<file path="src/inc/bio_pkg.sv">
package bio_pkg;
  // ----------------------------------------------------------------
  // Widths
  // ----------------------------------------------------------------
  localparam int BIO_PC_W = 15;
  localparam int BIO_DATA_W = 8;
  localparam int BIO_FADDR_W = 7;
  localparam int BIO_INSTR_W = 14;
  localparam int BIO_LIT11_W = 11;
  localparam int BIO_PAGE_W = 7;
  // ----------------------------------------------------------------
  // Instruction word and page latch fields
  // ----------------------------------------------------------------
  localparam int BIO_OPC_MSB = 13;
  localparam int BIO_OPC_LSB = 11;
  localparam int BIO_DEST_BIT = 7;
  localparam int BIO_PAGE_MSB = 6;
  localparam int BIO_PAGE_LSB = 3;
  // ----------------------------------------------------------------
  // Reset values and steps
  // ----------------------------------------------------------------
  localparam logic [BIO_PC_W-1:0] BIO_PC_RESET = 15'h0000;
  localparam logic [BIO_PC_W-1:0] BIO_PC_STEP = 15'h0001;
  localparam logic [BIO_PC_W-1:0] BIO_PC_SKIP = 15'h0002;
  localparam logic [BIO_DATA_W-1:0] BIO_ACC_RESET = 8'h00;
  localparam logic [BIO_DATA_W-1:0] BIO_INC_STEP = 8'h01;
  localparam logic [BIO_DATA_W-1:0] BIO_ZERO = 8'h00;
  localparam logic [BIO_FADDR_W-1:0] BIO_FADDR_RESET = 7'h00;
  // ----------------------------------------------------------------
  // Operation codes (field BIO_OPC_MSB:BIO_OPC_LSB)
  // ----------------------------------------------------------------
  typedef enum logic [2:0] {
    NO_OPERATION = 3'h0,
    LONG_JUMP_OP = 3'h1,
    INCREMENT_SKIP_ZERO_OP = 3'h2,
    INCREMENT_FILE_OP = 3'h3,
    OR_LITERAL_ACC_OP = 3'h4,
    OR_ACC_FILE_OP = 3'h5
  } bio_op_t;

  function automatic logic bio_is_file_op(input bio_op_t op);
    return (op == INCREMENT_SKIP_ZERO_OP) || (op == INCREMENT_FILE_OP) || (op == OR_ACC_FILE_OP);
  endfunction
endpackage

</file>
<file path="src/inc/bio_alu_if.sv">
`timescale 1ns/100ps
interface bio_alu_if;
  import bio_pkg::*;
  bio_op_t op;
  logic destFile;
  logic [BIO_DATA_W-1:0] acc;
  logic [BIO_DATA_W-1:0] fileData;
  logic [BIO_DATA_W-1:0] literal;
  logic [BIO_DATA_W-1:0] result;
  logic zero;
  logic toFile;
  logic toAcc;
  logic flagUpd;
  logic skip;
  modport alu (input op, destFile, acc, fileData, literal,
               output result, zero, toFile, toAcc, flagUpd, skip);
  modport core (output op, destFile, acc, fileData, literal,
                input result, zero, toFile, toAcc, flagUpd, skip);
endinterface // bio_alu_if

</file>
<file path="src/design/bio_exec.sv">
// Functional notes
// - Long jump loads its 11-bit literal into program counter bits 10..0.
// - Long jump fills counter bits 14..11 from page latch bits 6..3.
// - Long jump lasts two instruction cycles and keeps every flag.
// - Increment-skip adds one, writes destination, never touches the zero flag.
// - Nonzero increment-skip result runs next; zero result runs a no-operation instead.
// - Plain increment adds one, writes destination, updates the zero flag.
// - Destination bit low writes accumulator, high writes the file register.
// - Literal OR merges accumulator with 8-bit literal into accumulator, updates zero.
// - File OR merges accumulator with file register into destination, updates zero.
`timescale 1ns/100ps
module bio_exec (
  // Clock and reset
  input wire logic mclk,
  input wire logic nrst,
  // Instruction request
  input wire logic instrValid,
  input wire logic [bio_pkg::BIO_INSTR_W-1:0] instrWord,
  output logic ready,
  // Core state
  input wire logic [bio_pkg::BIO_PAGE_W-1:0] pageLatch,
  output logic [bio_pkg::BIO_PC_W-1:0] pc,
  output logic [bio_pkg::BIO_DATA_W-1:0] acc,
  output logic zeroFlag,
  output logic nopCycle,
  // File register port
  output logic [bio_pkg::BIO_FADDR_W-1:0] fileAddr,
  input wire logic [bio_pkg::BIO_DATA_W-1:0] fileRdData,
  output logic fileWrEn,
  output logic [bio_pkg::BIO_DATA_W-1:0] fileWrData
);
  import bio_pkg::*;

  // ----------------------------------------------------------------
  // Sequencer
  // ----------------------------------------------------------------
  typedef enum logic [1:0] {ST_IDLE, ST_EXEC, ST_FLUSH} bio_state_t;

  bio_state_t state;
  bio_state_t next_state;
  bio_op_t op;
  logic destFile;
  logic [BIO_LIT11_W-1:0] operand;

  wire logic take = ready && instrValid;
  wire logic inExec = (state == ST_EXEC);
  wire logic [2:0] opField = instrWord[BIO_OPC_MSB:BIO_OPC_LSB];
  wire logic legalOp = (opField <= 3'h5);
  // Unused codes retire as a no-operation rather than stalling the core
  wire bio_op_t decOp = legalOp ? bio_op_t'(opField) : NO_OPERATION;
  wire logic isJump = (op == LONG_JUMP_OP);

  bio_alu_if aluBus ();

  assign aluBus.op = op;
  assign aluBus.destFile = destFile;
  assign aluBus.acc = acc;
  assign aluBus.fileData = fileRdData;
  assign aluBus.literal = operand[BIO_DATA_W-1:0];

  bio_alu u_alu (
    .io(aluBus.alu)
  );

  wire logic twoCycle = isJump || aluBus.skip;

  always_comb begin
    next_state = state;
    unique case (state)
      ST_IDLE: begin
        if (take) begin
          next_state = ST_EXEC;
        end
      end
      ST_EXEC: begin
        next_state = twoCycle ? ST_FLUSH : ST_IDLE;
      end
      ST_FLUSH: begin
        next_state = ST_IDLE;
      end
    endcase
  end

  // ----------------------------------------------------------------
  // Next values
  // ----------------------------------------------------------------
  wire logic [BIO_PC_W-1:0] jumpTarget = {pageLatch[BIO_PAGE_MSB:BIO_PAGE_LSB], operand};
  wire logic [BIO_PC_W-1:0] pcStep = aluBus.skip ? BIO_PC_SKIP : BIO_PC_STEP;
  wire logic [BIO_PC_W-1:0] next_pc = !inExec ? pc : (isJump ? jumpTarget : pc + pcStep);
  wire logic [BIO_DATA_W-1:0] next_acc = (inExec && aluBus.toAcc) ? aluBus.result : acc;
  // Long jump and increment-skip leave the flag alone
  wire logic next_zeroFlag = (inExec && aluBus.flagUpd) ? aluBus.zero : zeroFlag;
  wire logic next_fileWrEn = inExec && aluBus.toFile;
  wire logic next_ready = (next_state == ST_IDLE);
  wire logic next_nop = inExec && twoCycle;

  // ----------------------------------------------------------------
  // Registers
  // ----------------------------------------------------------------
  always_ff @(posedge mclk or negedge nrst) begin
    if (!nrst) begin
      state <= ST_IDLE;
      ready <= 1'b0;
      nopCycle <= 1'b0;
    end else begin
      state <= next_state;
      ready <= next_ready;
      nopCycle <= next_nop;
    end
  end

  always_ff @(posedge mclk or negedge nrst) begin
    if (!nrst) begin
      op <= NO_OPERATION;
      destFile <= 1'b0;
      operand <= '0;
      fileAddr <= BIO_FADDR_RESET;
    end else if (take) begin
      op <= decOp;
      destFile <= instrWord[BIO_DEST_BIT];
      operand <= instrWord[BIO_LIT11_W-1:0];
      fileAddr <= instrWord[BIO_FADDR_W-1:0];
    end
  end

  always_ff @(posedge mclk or negedge nrst) begin
    if (!nrst) begin
      pc <= BIO_PC_RESET;
      acc <= BIO_ACC_RESET;
      zeroFlag <= 1'b0;
      fileWrEn <= 1'b0;
      fileWrData <= BIO_ZERO;
    end else begin
      pc <= next_pc;
      acc <= next_acc;
      zeroFlag <= next_zeroFlag;
      fileWrEn <= next_fileWrEn;
      fileWrData <= next_fileWrEn ? aluBus.result : fileWrData;
    end
  end

  wire logic exJump = inExec && (op == LONG_JUMP_OP);
  wire logic exSkipInc = inExec && (op == INCREMENT_SKIP_ZERO_OP);
  wire logic exInc = inExec && (op == INCREMENT_FILE_OP);
  wire logic exOrLit = inExec && (op == OR_LITERAL_ACC_OP);
  wire logic exOrFile = inExec && (op == OR_ACC_FILE_OP);
endmodule // bio_exec

</file>
<file path="src/design/bio_alu.sv">
`timescale 1ns/100ps
module bio_alu (
  // Operands and results
  bio_alu_if.alu io
);
  import bio_pkg::*;

  wire logic [BIO_DATA_W-1:0] incSum = io.fileData + BIO_INC_STEP;
  wire logic [BIO_DATA_W-1:0] orLit = io.acc | io.literal;
  wire logic [BIO_DATA_W-1:0] orFile = io.acc | io.fileData;
  wire logic isOrLit = (io.op == OR_LITERAL_ACC_OP);
  wire logic isOrFile = (io.op == OR_ACC_FILE_OP);
  wire logic fileOp = bio_is_file_op(io.op);

  assign io.result = isOrLit ? orLit : (isOrFile ? orFile : incSum);
  assign io.zero = (io.result == BIO_ZERO);
  assign io.toFile = fileOp && io.destFile;
  assign io.toAcc = (fileOp && !io.destFile) || isOrLit;
  // Skipping increment never touches the zero flag
  assign io.flagUpd = (io.op == INCREMENT_FILE_OP) || isOrLit || isOrFile;
  assign io.skip = (io.op == INCREMENT_SKIP_ZERO_OP) && io.zero;
endmodule // bio_alu

</file>
<file path="config.mk">
export PLATFORM = sky130hd
export DESIGN_NAME = bio_exec
export DESIGN_NICKNAME = d
export VERILOG_FILES = /design/src/inc/bio_pkg.sv /design/src/inc/bio_alu_if.sv /design/src/design/bio_exec.sv /design/src/design/bio_alu.sv
export SDC_FILE = /design/constraint.sdc
export NUM_CORES = 1
export LEC_CHECK = 0
export ABC_AREA = 0
export BUFFER_PORTS_ARGS = -buffer_cell sky130_fd_sc_hd__buf_2
export CAP_MARGIN = 20
export CORE_MARGIN = 5
export CORE_UTILIZATION = 35
export CTS_CLUSTER_DIAMETER = 150
export DETAILED_ROUTE_END_ITERATION = 16
export PLACE_DENSITY = 0.64
export SYNTH_ARGS = -nofsm -noshare
export SYNTH_HDL_FRONTEND = slang
export SYNTH_SLANG_ARGS = --single-unit
</file>
<file path="constraint.sdc">
create_clock -name mclk -period 4.05 [get_ports mclk]
set_input_delay 0.2025 -clock mclk [delete_from_list [all_inputs] [get_ports mclk]]
set_output_delay 0.2025 -clock mclk [all_outputs]
set_load 0.005 [all_outputs]
</file>
## Word level (Yosys, flattened, before mapping)

Index checks and enable logic that the tools add are counted.

- Logic and storage cells: 50
- Output and inout port bits: 42
- Register bits: 59
- Input port bits: 32

- $add $sub $neg: 2
- Order comparisons: 1
- Reduce and logical (&&, ||, !) cells: 18
- Bitwise gates (word level): 2
- Eq/ne operators: 7
- Mux-type cells: 8

Operators with widths:

| operator | number |
|---|---|
| 8-bit 2-to-1 mux | 2 |
| 8-bit bitwise OR | 2 |
| 15-bit by 2-bit adder with 15-bit output | 1 |
| 15-bit 2-to-1 mux | 1 |
| 8-bit by 1-bit adder with 8-bit output (second input constant) | 1 |
| 1-bit logical AND | 8 |
| 8-bit zero test | 1 |
| 3-bit by 2-bit == test with 1-bit output (second input constant) | 2 |
| 3-bit == test (second input constant) | 2 |
| 1-bit logical OR | 6 |
| 2-bit 2-to-1 mux | 3 |
| 2-bit case mux with 3 select lines | 1 |
| 2-bit zero test | 2 |
| 3-bit by 1-bit == test with 1-bit output (second input constant) | 1 |
| 3-bit <= comparator (second input constant) | 1 |
| 3-bit 2-to-1 mux | 1 |
| 2-bit by 1-bit == test with 1-bit output (second input constant) | 1 |
| 2-bit == test (second input constant) | 1 |
| 1-bit zero test | 1 |

## Logic depth before layout (Yosys ltp)

- Depth in word-level cells: 9
- Mapped depth: 16
- Gate-level depth less buffers: 15

## Hierarchy

A second synthesis with hierarchy kept.

- Cells, all modules: 280
- Area total of the unflattened synthesis: 2832.7 sq um

Modules (own cells, without submodules):

| module | seq. area each (sq um) | instances | cells an instance | area each (sq um) |
|---|---|---|---|---|
| bio_exec | 1276.2 | 1 | 217 | 2403.6 |
| bio_alu | 0.0 | 1 | 63 | 429.2 |

## Worst setup path after synthesis

No wires, ideal clock.

- Path type: reg-to-reg
- Start: register op[0], in the netlist aluBus.op[0]
- End: register pc[14] in the netlist's numbering
- Cell stages (with the launch flop): 14
- Clock period less this slack: 3.551 ns
- Data required time: 3.913 ns
- Buffers on the path: 1
- Arrival time: 3.414 ns
- Setup slack: 0.499 ns
- Cell sequence: dfrtp_1 -> buf_6 -> or3b_4 -> or3_1 -> a311o_1 -> or2_0 -> or4b_1 -> ha_1 -> fa_1 -> and3_1 -> nand2_1 -> o21ai_0 -> a21oi_1 -> a21oi_1

- Longest elaborated chain between the ends: 8

RTL lines:

| item | RTL line | text |
|---|---|---|
| from (decl) | bio_exec.sv:41 | `bio_op_t op;` |
| from (signal assigned) | bio_exec.sv:119 | `op <= decOp;` |
| 3-bit == test | bio_alu.sv:12 | `wire logic isOrFile = (io.op == OR_ACC_FILE_OP);` |
| 8-bit 2-to-1 mux (2 in series) | bio_alu.sv:15 | `assign io.result = isOrLit ? orLit : (isOrFile ? orFile : incSum);` |
| 8-bit zero test | bio_alu.sv:16 | `assign io.zero = (io.result == BIO_ZERO);` |
| 1-bit logical AND | bio_alu.sv:21 | `assign io.skip = (io.op == INCREMENT_SKIP_ZERO_OP) && io.zero;` |
| 2-bit 2-to-1 mux | bio_exec.sv:88 | `wire logic [BIO_PC_W-1:0] pcStep = aluBus.skip ? BIO_PC_SKIP : BIO_PC_STEP;` |
| 15-bit by 2-bit adder with 15-bit output | bio_exec.sv:89 | `wire logic [BIO_PC_W-1:0] next_pc = !inExec ? pc : (isJump ? jumpTarget : pc + pcStep);` |
| 15-bit 2-to-1 mux (*) | bio_exec.sv:89 |  |
| to (signal assigned) | bio_exec.sv:134 | `pc <= next_pc;` |
| to (decl) | bio_exec.sv:22 | `output logic [bio_pkg::BIO_PC_W-1:0] pc,` |

Every way passes the cells marked *; elsewhere a longest branch is shown, timed or not.
A chain may end at the register's enable or synchronous reset.

## Worst setup path in the final report

- Start: register op[1], in the netlist aluBus.op[1]
- End: register pc[12] in the netlist's numbering

Same word-level chain as after synthesis.

==> flow_summary.json <==
{
  "switching_share_pct": 41.8,
  "syn_avg_cell_area_um2": 9.20,
  "syn_to_final_growth_pct": 18.9,
  "internal-power_w": 0.00136,
  "synth_top_area_share_pct": 45.6,
  "yosys-top-cells-area": "dfrtp_1, mux2_2, nand2_1",
  "ant_nets": 0,
  "dr.pass1.iters": 4,
  "finalWorstSetupSlack_ps": 209,
  "io_pins": 74,
  "drc": 0,
  "antenna_found_initial": 0,
  "clkSlewWorstSetupHoldPaths_ps": 90,
  "cpLargestDelayFamily": "simple AND/OR/NAND/NOR gates",
  "yosys.area_share.xor_xnor_pct": 0.939,
  "power.net_switching_w": 0.000982,
  "setup_viol": 0,
  "dpl.hpwl_um": 5430,
  "pwr-share-seq_pct": 42.0,
  "synth_area_leader_cell": "dfrtp_1",
  "first_iter_violations": 157,
  "clockBufferDepth": 2,
  "reg2reg_depth": 12,
  "nets": 406,
  "max_stage_delay_ps": 530,
  "layout-drive-gt1-share_pct": 30.0,
  "rsz0062_at_grt": "no",
  "period_needed_ps": 3840,
  "worst-path-stages": 12,
  "die-area_um2": 9880,
  "tightest_slew_ps": 812,
  "crit_top_cell": "a21oi_1",
  "power_density_nw_per_um2": 706,
  "async_flop_share_pct": 100,
  "holdWs_ps": 1.33,
  "min_period_over_period_pct": 94.8,
  "critPathSlowestCell": "or4b_1",
  "num_antenna_cells": 0,
  "r2r_slack_ps": 210,
  "synth-main-ff-cell": "dfrtp_1",
  "n_fill_cell": 807,
  "maxSlewViolCount": 0,
  "ys_seq_area_share_pct": 45.6,
  "grt_pass1_wl_um": 12000,
  "status": "complete, no violations",
  "p_clk_share_pct": 12.4,
  "port-buffer-count": 70,
  "r2r_start": "aluBus.op[1]",
  "tns_ps": 0,
  "grt_pass1_vias": 2396,
  "fmax_ghz": 0.260,
  "synth_top_family_by_area": "simple AND/OR/NAND/NOR gates",
  "clock-sinks": 51,
  "ys_types": 50,
  "yosysWarningCount": 0,
  "viasPerCell": 5.33,
  "place_ws_ps": 161,
  "drt-total-wl_um": 7250,
  "cts_max_level": 2,
  "worstSkewPairLatency_ps": 310,
  "start_util_pct": 36.0,
  "synthMostInstantiatedCell": "dfrtp_1",
  "cts_buffers": 5,
  "cts_tree": "done",
  "synth_compound_area_share_pct": 19.0,
  "reg2reg_to": "pc[12]",
  "ir_worst_vdd_uv": 275,
  "critical_path_class": "register to register",
  "root_buffer": "clkbuf_8",
  "grt_max_degree": 52,
  "finalHoldViolCount": 0,
  "fp-row-count": 32,
  "coreArea_um2": 7770,
  "worstPathCellList": "or3b_4, or3_1, a311o_1, or2_0, or4b_1, ha_1, fa_1, and3_1, nand2_2, o21ai_0, a21oi_1, a21oi_1",
  "finalClockSkew_ps": 6.40,
  "synth_adder_area_share_pct": 2.50,
  "combPwrFrac_pct": 45.6,
  "worstHoldPathType": "primary input to async pin",
  "required_ps": 4230,
  "wire_per_inst_um": 15.3,
  "worstSetupEndpointType": "register",
  "critical_path_buf_inv_count": 0,
  "cts_hold_repair.buffers": 0,
  "syn_area_um2": 2800,
  "utilization_pct": 42.8,
  "synth-simple-area-share_pct": 20.3,
  "cp.arrival_ps": 4020,
  "p_leak_nw": 1.51,
  "grtUsageTotal_pct": 15.1,
  "ys_top_cells_by_count": "dfrtp_1, nand2_1, o21ai_0",
  "synth-edff-count": 0,
  "dieWidth_um": 99.4,
  "start_kind": "register",
  "overflow": 0,
  "crit_start": "aluBus.op[1]",
  "die_y_um": 99.4,
  "vias": 2515,
  "netlist_instances": 304,
  "yosys-mux-area-fraction_pct": 6.40,
  "slew_headroom_pct": 45.8,
  "max_cap_violations": 0,
  "synth-seq-cells": 51,
  "synth_nets": 341,
  "crit_fanout": 11,
  "gp_congestion": 0.919,
  "power_w": 0.00235
}
power groups by stage:
stage / Sequential, W / Clock (W) / Combinational (W)
global placement: 0.000984 / 0 / 0.00105
floorplan: 0.000932 / 0 / 0.000715
global route: 0.00102 / 0.000328 / 0.00121
CTS: 0.000986 / 0.000304 / 0.00107
detailed placement: 0.000995 / 0 / 0.00107
finish: 0.000986 / 0.000292 / 0.00107
logic make-up (layout without fill, tap and decap cells):
group | Yosys count | after routing
buffers and inverters | 29 | 95
flip-flops | 51 | 51
AO/OA/AOI/OAI | 89 | 89
adder cells (fa/ha/maj) | 5 | 5
XOR/XNOR | 3 | 3
multiplexers | 16 | 16
AND/OR/NAND/NOR | 111 | 111
how the worst max path moves through the flow:
stage | end | slack [ps]
after floorplan | pc[14] | 500
after global placement | pc[10] | 220
after detailed placement | pc[12] | 160
after CTS | pc[12] | 140
after global routing | pc[12] | 1
final | pc[12] | 210
placed cells by master (no fill, tap or decap), types with 7 or more instances in the layout:
cell type,netlist,final
a21oi_1,27,27
and3_1,7,7
buf_2,2,71
buf_4,7,11
dfrtp_1,51,49
mux2_2,15,15
nand2_1,43,42
nand3_1,14,14
nor2_1,11,11
o21ai_0,29,29
o22ai_1,9,9
stage by stage:
step | cell area, um^2 | std cells
floorplan | 2800 | 304
global placement | 3230 | 463
detailed placement | 3230 | 463
CTS | 3320 | 471
global route | 3330 | 472
finish | 3330 | 472
metal layers:
metal / vias to the layer above / part of all wire, % / global-route usage, %
met5: - / 0 / 0
met4: 0 / 1.5 / 5.15
met3: 8 / 5.1 / 2.59
met2: 82 / 45 / 23.4
met1: 1191 / 48 / 21.3
li1: 1234 / - / -
worst reg2reg max path, delay by kind of cell, from the launching register on:
kind | cells | cell delay [ps]
adders and majority gates | 2 | 640
and+or+nand+nor | 6 | 1950
AOI/OAI and AO/OA | 4 | 650
DFF | 1 | 470
final cells by class:
class | instances | area [um^2] | share of cell area (%)
Clock buffer | 6 | 72.6 | 2.18
Inverter | 5 | 18.8 | 0.564
Tap cell | 102 | 128 | 3.84
Clock inverter | 2 | 12.5 | 0.376
Multi-Input combinational cell | 224 | 1380 | 41.4
Sequential cell | 51 | 1280 | 38.5
Timing Repair Buffer | 82 | 438 | 13.2
flip-flops by register name (all words and copies together), names as in the netlist:
| register | count |
|---|---|
| pc | 15 |
| ready | 1 |
| zeroFlag | 1 |
| fileWrEn | 1 |
| operand | 5 |
| fileWrData | 8 |
| fileAddr | 6 |
| acc | 8 |
| aluBus.op | 3 |
| state | 2 |
| nopCycle | 1 |
timing repair:
item | in CTS | in global routing
endpoints found under the hold margin | 0 | 0
endpoints found under the setup margin | 0 | 4
gates resized for setup | 0 | 3
buffers inserted | 0 | 0
(Power assumes the default switching activity.)
